File: config.mk
export PLATFORM = sky130hd
export DESIGN_NAME = ihc_top
export DESIGN_NICKNAME = d
export VERILOG_FILES = /design/src/pkg/ihc_pkg.sv /design/src/hw/ihc_top.sv
export SDC_FILE = /design/constraint.sdc
export NUM_CORES = 1
export LEC_CHECK = 0
export BUFFER_PORTS_ARGS = -buffer_cell sky130_fd_sc_hd__buf_4
export CAP_MARGIN = 20
export CORE_UTILIZATION = 40
export CTS_CLUSTER_DIAMETER = 150
export CTS_CLUSTER_SIZE = 24
export DETAILED_ROUTE_END_ITERATION = 6
export GPL_ROUTABILITY_DRIVEN = 0
export GPL_TIMING_DRIVEN = 0
export PLACE_DENSITY = 0.76
export SYNTH_ARGS = -nofsm -noshare
export SYNTH_HDL_FRONTEND = slang
export SYNTH_SLANG_ARGS = --single-unit
export TNS_END_PERCENT = 50
File: constraint.sdc
create_clock -name pclk -period 1.7 [get_ports pclk]
set_clock_uncertainty 0.1 [all_clocks]
set_input_delay 0 -clock pclk [delete_from_list [all_inputs] [get_ports pclk]]
set_output_delay 0 -clock pclk [all_outputs]
set_load 0.02 [all_outputs]
File: src/pkg/ihc_pkg.sv
// constants and carrier types of the interrupt and halt control block
package ihc_pkg;
   // ----------------------------------------------------------------
   // register indices; byte address is four times the index
   // ----------------------------------------------------------------
   localparam logic [15:0] IHC_IDX_CORE_CTRL = 16'hffe0;
   localparam logic [15:0] IHC_IDX_TIMER_MASK = 16'hffe2;
   localparam logic [15:0] IHC_IDX_SERIAL_MASK = 16'hffe3;
   localparam logic [15:0] IHC_IDX_KEYA_MASK = 16'hffe4;
   localparam logic [15:0] IHC_IDX_KEYBC_MASK = 16'hffe5;
   localparam logic [15:0] IHC_IDX_TICK_MASK = 16'hffe6;
   localparam logic [15:0] IHC_IDX_CONV_MASK = 16'hffe7;
   localparam logic [15:0] IHC_IDX_TIMER_FLAG = 16'hfff2;
   localparam logic [15:0] IHC_IDX_SERIAL_FLAG = 16'hfff3;
   localparam logic [15:0] IHC_IDX_KEYA_FLAG = 16'hfff4;
   localparam logic [15:0] IHC_IDX_KEYBC_FLAG = 16'hfff5;
   localparam logic [15:0] IHC_IDX_TICK_FLAG = 16'hfff6;
   localparam logic [15:0] IHC_IDX_CONV_FLAG = 16'hfff7;
   // ----------------------------------------------------------------
   // positions in the 11-bit source vector
   // ----------------------------------------------------------------
   localparam int IHC_NSRC = 11;
   localparam int IHC_POS_TIMER = 0;
   localparam int IHC_POS_SERIAL = 2;
   localparam int IHC_POS_KEYA = 3;
   localparam int IHC_POS_KEYB = 4;
   localparam int IHC_POS_KEYS = 5;
   localparam int IHC_POS_TICK = 6;
   localparam int IHC_POS_CONV = 10;
   // core control register bits
   localparam int IHC_CTRL_GIE = 0;
   localparam int IHC_CTRL_SPOK = 1;
   localparam int IHC_CTRL_HALT = 2;
   localparam int IHC_CTRL_NMI = 3;
   // ----------------------------------------------------------------
   // reset values and vector low nibbles
   // ----------------------------------------------------------------
   localparam logic [IHC_NSRC-1:0] IHC_SRC_RESET = 11'h000;
   localparam logic [3:0] IHC_VEC_WDT = 4'h0;
   localparam logic [3:0] IHC_VEC_TIMER = 4'h4;
   localparam logic [3:0] IHC_VEC_SERIAL = 4'h6;
   localparam logic [3:0] IHC_VEC_KEYA = 4'h8;
   localparam logic [3:0] IHC_VEC_KEYBC = 4'ha;
   localparam logic [3:0] IHC_VEC_TICK = 4'hc;
   localparam logic [3:0] IHC_VEC_CONV = 4'he;
   // ----------------------------------------------------------------
   // carriers
   // ----------------------------------------------------------------
   typedef struct packed {
      logic [1:0] timer_zero;
      logic serial_done;
      logic converter_done;
      logic watchdog;
   } ihc_event_s;
   typedef struct packed {
      logic irq_ack;
      logic enable_irq;
      logic disable_irq;
      logic first_stack_pointer_wr;
      logic second_stack_pointer_wr;
      logic halt_exec;
   } ihc_core_s;
endpackage

File: src/hw/ihc_top.sv
// interrupt gathering and halt wake-up control with apb registers
`timescale 1ns/1ps
`default_nettype none
module ihc_top
   import ihc_pkg::*;
(
   // clock and reset
   input wire logic pclk,
   input wire logic presetn,
   // apb slave
   input wire logic psel,
   input wire logic penable,
   input wire logic pwrite,
   input wire logic [31:0] paddr,
   input wire logic [31:0] pwdata,
   input wire logic [3:0] pstrb,
   output logic [31:0] prdata,
   output logic pready,
   output logic pslverr,
   // event sources
   input wire ihc_event_s events,
   input wire logic [3:0] key_group_a_pins,
   input wire logic [3:0] key_group_b_pins,
   input wire logic key_single_pin,
   input wire logic [8:0] key_select,
   input wire logic [8:0] key_compare,
   input wire logic [3:0] tick_taps,
   // core handshake
   input wire ihc_core_s core,
   output logic irq_req,
   output logic [3:0] irq_vector,
   output logic irq_nmi,
   output logic cpu_halted
);
   // ----------------------------------------------------------------
   // register map helpers
   // ----------------------------------------------------------------
   // spreads a 4-bit register value onto the source vector
   function automatic logic [IHC_NSRC-1:0] spread(input logic [15:0] idx, input logic [3:0] d);
      logic [IHC_NSRC-1:0] v;
      v = '0;
      unique case (idx)
         IHC_IDX_TIMER_MASK, IHC_IDX_TIMER_FLAG: v[IHC_POS_TIMER +: 2] = d[1:0];
         IHC_IDX_SERIAL_MASK, IHC_IDX_SERIAL_FLAG: v[IHC_POS_SERIAL] = d[0];
         IHC_IDX_KEYA_MASK, IHC_IDX_KEYA_FLAG: v[IHC_POS_KEYA] = d[0];
         IHC_IDX_KEYBC_MASK, IHC_IDX_KEYBC_FLAG: v[IHC_POS_KEYB +: 2] = d[1:0];
         IHC_IDX_TICK_MASK, IHC_IDX_TICK_FLAG: v[IHC_POS_TICK +: 4] = d;
         IHC_IDX_CONV_MASK, IHC_IDX_CONV_FLAG: v[IHC_POS_CONV] = d[0];
         default: v = '0;
      endcase
      return v;
   endfunction

   // gathers one register's bits; unused bits read as zero
   function automatic logic [3:0] gather(input logic [15:0] idx, input logic [IHC_NSRC-1:0] v);
      logic [3:0] r;
      r = 4'h0;
      unique case (idx)
         IHC_IDX_TIMER_MASK, IHC_IDX_TIMER_FLAG: r[1:0] = v[IHC_POS_TIMER +: 2];
         IHC_IDX_SERIAL_MASK, IHC_IDX_SERIAL_FLAG: r[0] = v[IHC_POS_SERIAL];
         IHC_IDX_KEYA_MASK, IHC_IDX_KEYA_FLAG: r[0] = v[IHC_POS_KEYA];
         IHC_IDX_KEYBC_MASK, IHC_IDX_KEYBC_FLAG: r[1:0] = v[IHC_POS_KEYB +: 2];
         IHC_IDX_TICK_MASK, IHC_IDX_TICK_FLAG: r = v[IHC_POS_TICK +: 4];
         IHC_IDX_CONV_MASK, IHC_IDX_CONV_FLAG: r[0] = v[IHC_POS_CONV];
         default: r = 4'h0;
      endcase
      return r;
   endfunction

   function automatic logic is_mask(input logic [15:0] idx);
      return idx >= IHC_IDX_TIMER_MASK && idx <= IHC_IDX_CONV_MASK;
   endfunction

   function automatic logic is_flag(input logic [15:0] idx);
      return idx >= IHC_IDX_TIMER_FLAG && idx <= IHC_IDX_CONV_FLAG;
   endfunction

   // ----------------------------------------------------------------
   // declarations
   // ----------------------------------------------------------------
   logic [IHC_NSRC-1:0] flags_q;
   logic [IHC_NSRC-1:0] masks_q;
   logic [IHC_NSRC-1:0] set_ev;
   logic [IHC_NSRC-1:0] clr_w1c;
   logic [8:0] key_pins;
   logic [8:0] key_prev_q;
   logic [8:0] key_hit;
   logic key_armed_q;
   logic [3:0] tick_prev_q;
   logic gie_q;
   logic sp_ok_q;
   logic sp1_pend_q;
   logic sp2_pend_q;
   logic nmi_pend_q;
   logic halted_q;
   logic [3:0] vector_q;
   logic nmi_sel_q;
   logic [31:0] rdata_q;
   logic [15:0] idx;
   logic addr_ok;
   logic wr_acc;
   logic [IHC_NSRC-1:0] pend;
   logic nmi_live;
   logic mask_live;
   logic [3:0] vec_d;
   logic accept;

   // ----------------------------------------------------------------
   // apb decode
   // ----------------------------------------------------------------
   assign idx = paddr[17:2];
   assign addr_ok = (paddr[31:18] == '0) && (paddr[1:0] == 2'b00) &&
      (is_mask(idx) || is_flag(idx) || idx == IHC_IDX_CORE_CTRL);
   assign wr_acc = psel && penable && pwrite && addr_ok && pstrb[0];
   assign pready = 1'b1;
   assign pslverr = psel && penable && !addr_ok;
   assign prdata = rdata_q;

   // read data captured in the setup cycle
   always_ff @(posedge pclk or negedge presetn) begin
      if (!presetn) begin
         rdata_q <= '0;
      end else if (psel && !penable && !pwrite) begin
         if (!addr_ok) begin
            rdata_q <= '0;
         end else if (idx == IHC_IDX_CORE_CTRL) begin
            rdata_q <= {28'h0, nmi_pend_q, halted_q, sp_ok_q, gie_q};
         end else if (is_mask(idx)) begin
            rdata_q <= {28'h0, gather(idx, masks_q)};
         end else begin
            rdata_q <= {28'h0, gather(idx, flags_q)};
         end
      end
   end

   // ----------------------------------------------------------------
   // event detection
   // ----------------------------------------------------------------
   assign key_pins = {key_single_pin, key_group_b_pins, key_group_a_pins};
   // selected pin leaves its compare level; no edge on the first cycle after reset
   assign key_hit = key_select & (key_pins ^ key_prev_q) & ~(key_prev_q ^ key_compare) &
      {9{key_armed_q}};

   always_ff @(posedge pclk or negedge presetn) begin
      if (!presetn) begin
         key_prev_q <= '0;
         tick_prev_q <= '0;
         key_armed_q <= 1'b0;
      end else begin
         key_prev_q <= key_pins;
         key_armed_q <= 1'b1;
         tick_prev_q <= tick_taps;
      end
   end

   always_comb begin
      set_ev = '0;
      set_ev[IHC_POS_TIMER +: 2] = events.timer_zero;
      set_ev[IHC_POS_SERIAL] = events.serial_done;
      set_ev[IHC_POS_KEYA] = |key_hit[3:0];
      set_ev[IHC_POS_KEYB] = |key_hit[7:4];
      set_ev[IHC_POS_KEYS] = key_hit[8];
      set_ev[IHC_POS_TICK +: 4] = tick_prev_q & ~tick_taps;
      set_ev[IHC_POS_CONV] = events.converter_done;
   end

   // ----------------------------------------------------------------
   // factor flags and masks
   // ----------------------------------------------------------------
   assign clr_w1c = (wr_acc && is_flag(idx)) ? spread(idx, pwdata[3:0]) : '0;

   // set wins over a simultaneous clear
   always_ff @(posedge pclk or negedge presetn) begin
      if (!presetn) begin
         flags_q <= IHC_SRC_RESET;
      end else begin
         flags_q <= (flags_q & ~clr_w1c) | set_ev;
      end
   end

   always_ff @(posedge pclk or negedge presetn) begin
      if (!presetn) begin
         masks_q <= IHC_SRC_RESET;
      end else if (wr_acc && is_mask(idx)) begin
         masks_q <= (masks_q & ~spread(idx, 4'hf)) | spread(idx, pwdata[3:0]);
      end
   end

   // ----------------------------------------------------------------
   // stack pointer pairing
   // ----------------------------------------------------------------
   always_ff @(posedge pclk or negedge presetn) begin
      if (!presetn) begin
         sp_ok_q <= 1'b0;
         sp1_pend_q <= 1'b0;
         sp2_pend_q <= 1'b0;
      end else if (core.first_stack_pointer_wr && core.second_stack_pointer_wr) begin
         sp_ok_q <= 1'b1;
         sp1_pend_q <= 1'b0;
         sp2_pend_q <= 1'b0;
      end else if (core.first_stack_pointer_wr) begin
         sp_ok_q <= sp2_pend_q;
         sp1_pend_q <= !sp2_pend_q;
         sp2_pend_q <= 1'b0;
      end else if (core.second_stack_pointer_wr) begin
         sp_ok_q <= sp1_pend_q;
         sp2_pend_q <= !sp1_pend_q;
         sp1_pend_q <= 1'b0;
      end
   end

   // ----------------------------------------------------------------
   // request, priority and vector
   // ----------------------------------------------------------------
   assign pend = flags_q & masks_q;
   assign nmi_live = nmi_pend_q && sp_ok_q;
   assign mask_live = (|pend) && gie_q && sp_ok_q;
   assign irq_req = nmi_live || mask_live;
   assign accept = core.irq_ack && irq_req;

   always_comb begin
      if (nmi_live) begin
         vec_d = IHC_VEC_WDT;
      end else if (|pend[IHC_POS_TIMER +: 2]) begin
         vec_d = IHC_VEC_TIMER;
      end else if (pend[IHC_POS_SERIAL]) begin
         vec_d = IHC_VEC_SERIAL;
      end else if (pend[IHC_POS_KEYA]) begin
         vec_d = IHC_VEC_KEYA;
      end else if (|pend[IHC_POS_KEYB +: 2]) begin
         vec_d = IHC_VEC_KEYBC;
      end else if (|pend[IHC_POS_TICK +: 4]) begin
         vec_d = IHC_VEC_TICK;
      end else begin
         vec_d = IHC_VEC_CONV;
      end
   end

   always_ff @(posedge pclk or negedge presetn) begin
      if (!presetn) begin
         vector_q <= IHC_VEC_WDT;
         nmi_sel_q <= 1'b0;
      end else begin
         vector_q <= vec_d;
         nmi_sel_q <= nmi_live;
      end
   end

   assign irq_vector = vector_q;
   assign irq_nmi = nmi_sel_q;

   // watchdog request held until accepted
   always_ff @(posedge pclk or negedge presetn) begin
      if (!presetn) begin
         nmi_pend_q <= 1'b0;
      end else if (events.watchdog) begin
         nmi_pend_q <= 1'b1;
      end else if (accept && nmi_live) begin
         nmi_pend_q <= 1'b0;
      end
   end

   // ----------------------------------------------------------------
   // global enable flag
   // ----------------------------------------------------------------
   always_ff @(posedge pclk or negedge presetn) begin
      if (!presetn) begin
         gie_q <= 1'b0;
      end else if (accept || core.disable_irq) begin
         gie_q <= 1'b0;
      end else if (core.enable_irq) begin
         gie_q <= 1'b1;
      end else if (wr_acc && idx == IHC_IDX_CORE_CTRL) begin
         gie_q <= pwdata[IHC_CTRL_GIE];
      end
   end

   // ----------------------------------------------------------------
   // halt control
   // ----------------------------------------------------------------
   always_ff @(posedge pclk or negedge presetn) begin
      if (!presetn) begin
         halted_q <= 1'b0;
      end else if (irq_req) begin
         halted_q <= 1'b0;
      end else if (core.halt_exec) begin
         halted_q <= 1'b1;
      end
   end

   assign cpu_halted = halted_q;
endmodule
`default_nettype wire

-- After elaboration in Yosys (flattened, before gate mapping)
Cells that the tools add are included.
- order comparisons: 4
- equality and inequality tests: 13
- muxes and demuxes: 56
- bitwise operators: 15
- reductions and logical operators: 47
- operators by type and width (cell ; number):
    16-bit == test (second input constant) ; 13
    4-bit 2-to-1 mux ; 10
    11-bit bitwise AND ; 3
    16-bit >= comparator (second input constant) ; 2
    16-bit <= comparator (second input constant) ; 2
    1-bit 2-to-1 mux ; 28
    9-bit bitwise AND ; 3
    2-bit 2-to-1 mux ; 11
    11-bit NOT ; 2
    11-bit bitwise OR ; 2
    1-bit logical AND ; 20
    9-bit bitwise XOR ; 2
    2-bit OR reduction ; 8
    14-bit zero test ; 1
    1-bit one-hot mux with 6 select lines ; 2
    4-bit OR reduction ; 3
    11-bit 2-to-1 mux ; 1
    11-bit OR reduction ; 1
    9-bit NOT ; 1
    3-bit 2-to-1 mux ; 2
    1-bit one-hot mux with 3 select lines ; 2
    3-bit nonzero test ; 2
    1-bit zero test ; 5
    4-bit bitwise AND ; 1
    4 further kinds ; 8
- register bits: 79
- input bits: 115
- output and inout port bits: 41
- logic and storage cells: 149

-- Depth between registers and ports, before layout
- depth in word-level cells: 12
- gate-level depth with buffers: 7
- gate-level depth less buffers: 5

-- Worst setup path before layout
OpenSTA, ideal clock, no wires.
- kind: register -> register
- from: register (tool-made name)
- to: register gie_q
- library setup time: 125 ps
- arrival: 1553 ps
- data required time: 1475 ps
- setup slack: -78 ps
- cell stages (with the launch flop): 6
- buffers on the path: 0
- clock period less this slack: 1778 ps
- cells stage by stage: dfrtp_1 -> a22o_1 -> nand2b_1 -> a211oi_1 -> a31oi_1 -> a2111oi_0
- RTL lines (what ; line ; text):
    end signal, assigned ; ihc_top.sv:274 ; gie_q <= pwdata[IHC_CTRL_GIE];
    end, declared ; ihc_top.sv:90 ; logic gie_q;

-- Worst setup path after layout
- from: register flags_q[5]
- to: output irq_req
- longest elaborated chain between the ends: 5
- ends and longest elaborated chain (what ; line ; text):
    start, declared ; ihc_top.sv:81 ; logic [IHC_NSRC-1:0] flags_q;
    start signal, assigned ; ihc_top.sv:177 ; flags_q <= (flags_q & ~clr_w1c) | set_ev;
    11-bit bitwise AND ; ihc_top.sv:215 ; assign pend = flags_q & masks_q;
    11-bit OR reduction ; ihc_top.sv:217 ; assign mask_live = (|pend) && gie_q && sp_ok_q;
    1-bit logical AND (2 in a row) ; ihc_top.sv:217 ;
    1-bit logical OR ; ihc_top.sv:218 ; assign irq_req = nmi_live || mask_live;
    end, declared ; ihc_top.sv:30 ; output logic irq_req,
Every way passes these cells.

==> results by group <==
Outcome
  • Status: finished, violations left
  • Failing checks: negative setup slack

STA
  • Period utilization: 101%
  • Hold slack: 0.0283 ns
  • Worst setup margin: -0.0107 ns
  • Final Max Tran Viols: 0
  • Worst-Margin Slew: ~0.63 ns
  • Max transition margin: 57.5%
  • Final Hold Violating Endpoints: 0
  • Max frequency: ~580 MHz
  • Unrepaired setup endpoints after global routing: true
  • Final setup vio count: 2
  • Fin crit period: 1.71 ns

CTS
  • Clock Sinks: 50
  • CTS tree: built
  • Clock transition at path regs: 0.09 ns
  • Root Driver: clkbuf_8
  • CTS Buf Count: 5
  • H-Tree Depth: 2
  • Clock tree buffer depth: 2
  • Later-pin clock latency in the skew report: 0.30 ns

Worst hold path
  • Hold WC Path Type: in2reg

Power
  • Leakage: 2.04 nW
  • PD cells: ~620 nW/µm²
  • Peak VDD IR: between 0.0004 and 0.0005 V
  • Tot Pwr: about 0.0027 W

Synthesis
  • Avg Inst Size Synth: between 10 and 15 µm²
  • Fraction of registers with async set/reset: between 90% and 100%
  • Yosys warns: 0
  • Top post-synthesis cells by area: dfrtp_1 (45%), buf_4 (8.1%), mux2_1 (4.4%)
  • Synthesized cell area: 2790 µm²
  • Most used DFF post-synth: dfrtp_1
  • Post-synthesis sequential area ratio: 44.9%
  • Cells after Synth: 274
  • Cell accounting for the most synthesized area: dfrtp_1
  • Unique masters post-synth: 47
  • Post-synth EDFFs: 0
  • Area share of the largest cell type after synthesis: 44.9%
  • Synthesized flop and latch total: 50

Global route
  • GRT met3 Usage: 4.23%
  • Met1 GRT Util: 25.8%
  • Met2 Resource Use GR: a little over two fifths
  • Largest net degree at the start of global routing: 51
  • Initial antenna violation count: 0
  • First-pass GRT wire length: 12,800 µm
  • All-Layer GR Usage: between 20% and 30%
  • Vias in the first global route: 2,739
  • GRT overflow: 0
  • Busiest grt layer: met2

Detailed routing
  • Final wirelength: ~8000 µm
  • Post-DRT Antenna Nets: 0
  • # DRC: 0
  • Routed len/inst: 14.9 µm
  • Drt first pass iters: 4
  • Via count: about 2,700
  • Initial DRC count: 128
  • Via density: between 5 and 6

Floorplanning
  • Io pins: 156
  • Chip width: 85.5 µm
  • Chip Height: 85.5 µm
  • Die area: 7310 µm²
  • Row cnt: 30
  • Initial Util: 41.3%
  • Core Area: approximately 6800 µm²

Worst setup path
  • CP arrival: approximately 1.6 ns
  • Cells on worst reg2reg path: 5
  • CP Launch Type: register
  • Critical path startpoint: flags_q[5]$_DFF_PN0_
  • Reg2reg end: gie_q$_DFFE_PN0P_
  • WS Path Type: reg2out
  • Reg2Reg Launch Point: flags_q[5]$_DFF_PN0_
  • Critical-path maximum fanout: 3
  • Critical Path Sink: irq_req
  • R2R Setup Slk: 0 ns
  • Critical path capture point type: primary output
  • WP data required: 1.60 ns

Layout
  • Area of the multi-input gates: about 1500 µm²
  • N_diodes: 0
  • Final instance area: 4370 µm²
  • Util after Layout: between 60% and 70%
  • Fraction of layout cells with a size suffix above 1: between 30% and 40%
  • Leading cell type in the layout, fill and taps excluded: buf_4
  • Fill count: 544
  • Layout area overhead: 56.8%
  • NumNets Final: around 570
  • Commonest cells after routing, fill and taps aside: buf_4 (131), dfrtp_1 (50), dlygate4sd3_1 (40)
  • Sequential Area: 1250 µm²

Placed design
  • DPL Wire Length: 5620 µm
  • Dpl cell area: 3700 µm²
  • Port bufs: between 90 and 100

Job
  • Maxcap violations: 0
-- cell usage after synthesis (4+ instances only) --
master and count:
a211oi_1 5, a22o_1 8, buf_4 30, clkbuf_1 5
dfrtp_1 50, inv_1 7, mux2_1 11, nand2_1 22
nand2b_1 17, nand3_1 11, nand4_1 4, nor2_1 11
nor4_2 4, o21ai_0 15, o21ai_1 10, o22ai_1 8
o31ai_1 7
-- what timing repair did --
action	4_1_cts	5_1_grt
hold endpoints to repair	88	0
endpoints found under the setup margin	18	17
hold buffers	40	0
pin swaps	4	5
resized for setup	5	11
setup buffers	7	3
-- through the flow --
stage               TNS [ns]  instances  worst slack (ns)
floorplan                  0        303            0.0112
global placement       -6.83        475            -0.391
detailed placement     -7.98        475            -0.454
CTS                  -0.0155        530          -0.00666
global route          -0.373        533           -0.0980
finish               -0.0124        533           -0.0107
-- routing by layer --
layer	routed length, µm	up-vias	share of wire (%)
met1	3040	1281	38
li1	-	1292	-
met4	91	0	1.1
met3	642	8	8.1
met2	4190	141	53
met5	0	-	0
-- critical path, stage by stage (launching register included) --
cell and delay, ns:
dfrtp_1 0.39, a22o_1 0.26, nand2b_4 0.15, a211oi_2 0.16, a31oi_2 0.16, buf_4 0.19
-- logic make-up (layout without fill, tap and decap cells) --
family | after synthesis | in the layout | share of synthesized area, %
other | 2 | 31 | 0.269
AND/OR/NAND/NOR | 90 | 90 | 20.1
buffers and inverters | 45 | 195 | 10.4
AO/OA/AOI/OAI | 70 | 70 | 16.8
multiplexers | 17 | 17 | 7.58
flip-flops | 50 | 50 | 44.9
-- worst min-delay path by stage --
stage	startpoint	cells after the start	end	slack (ns)
floorplan	presetn	0	asynchronous set/reset pin	-0.40
global placement	presetn	1	key_prev_q[6]$_DFF_PN0_	-0.04
detailed placement	presetn	1	key_prev_q[6]$_DFF_PN0_	-0.03
CTS	paddr[6]	3	prdata[0]$_DFFE_PN0P_	0.01
global route	paddr[6]	3	prdata[0]$_DFFE_PN0P_	0.05
finish	paddr[6]	3	prdata[0]$_DFFE_PN0P_	0.03
-- cell type report --
class / count / share of cell area, %
sequential: 50 / 28.6
tap: 80 / 2.29
clock inverter: 3 / 0.916
timing repair buffer: 142 / 26.8
inverter: 7 / 0.601
buffer: 38 / 6.04
clock buffer: 5 / 1.57
multi-input combinational: 208 / 33.2
-- report_power, final --
part	switching [W]	total (W)	internal (W)
Combinational	0.000296	0.000626	0.000330
Sequential	0.0000270	0.00126	0.00123
Clock	0.000389	0.000822	0.000433
Total	0.000712	0.00271	0.00200
(Power assumes the default switching activity.)
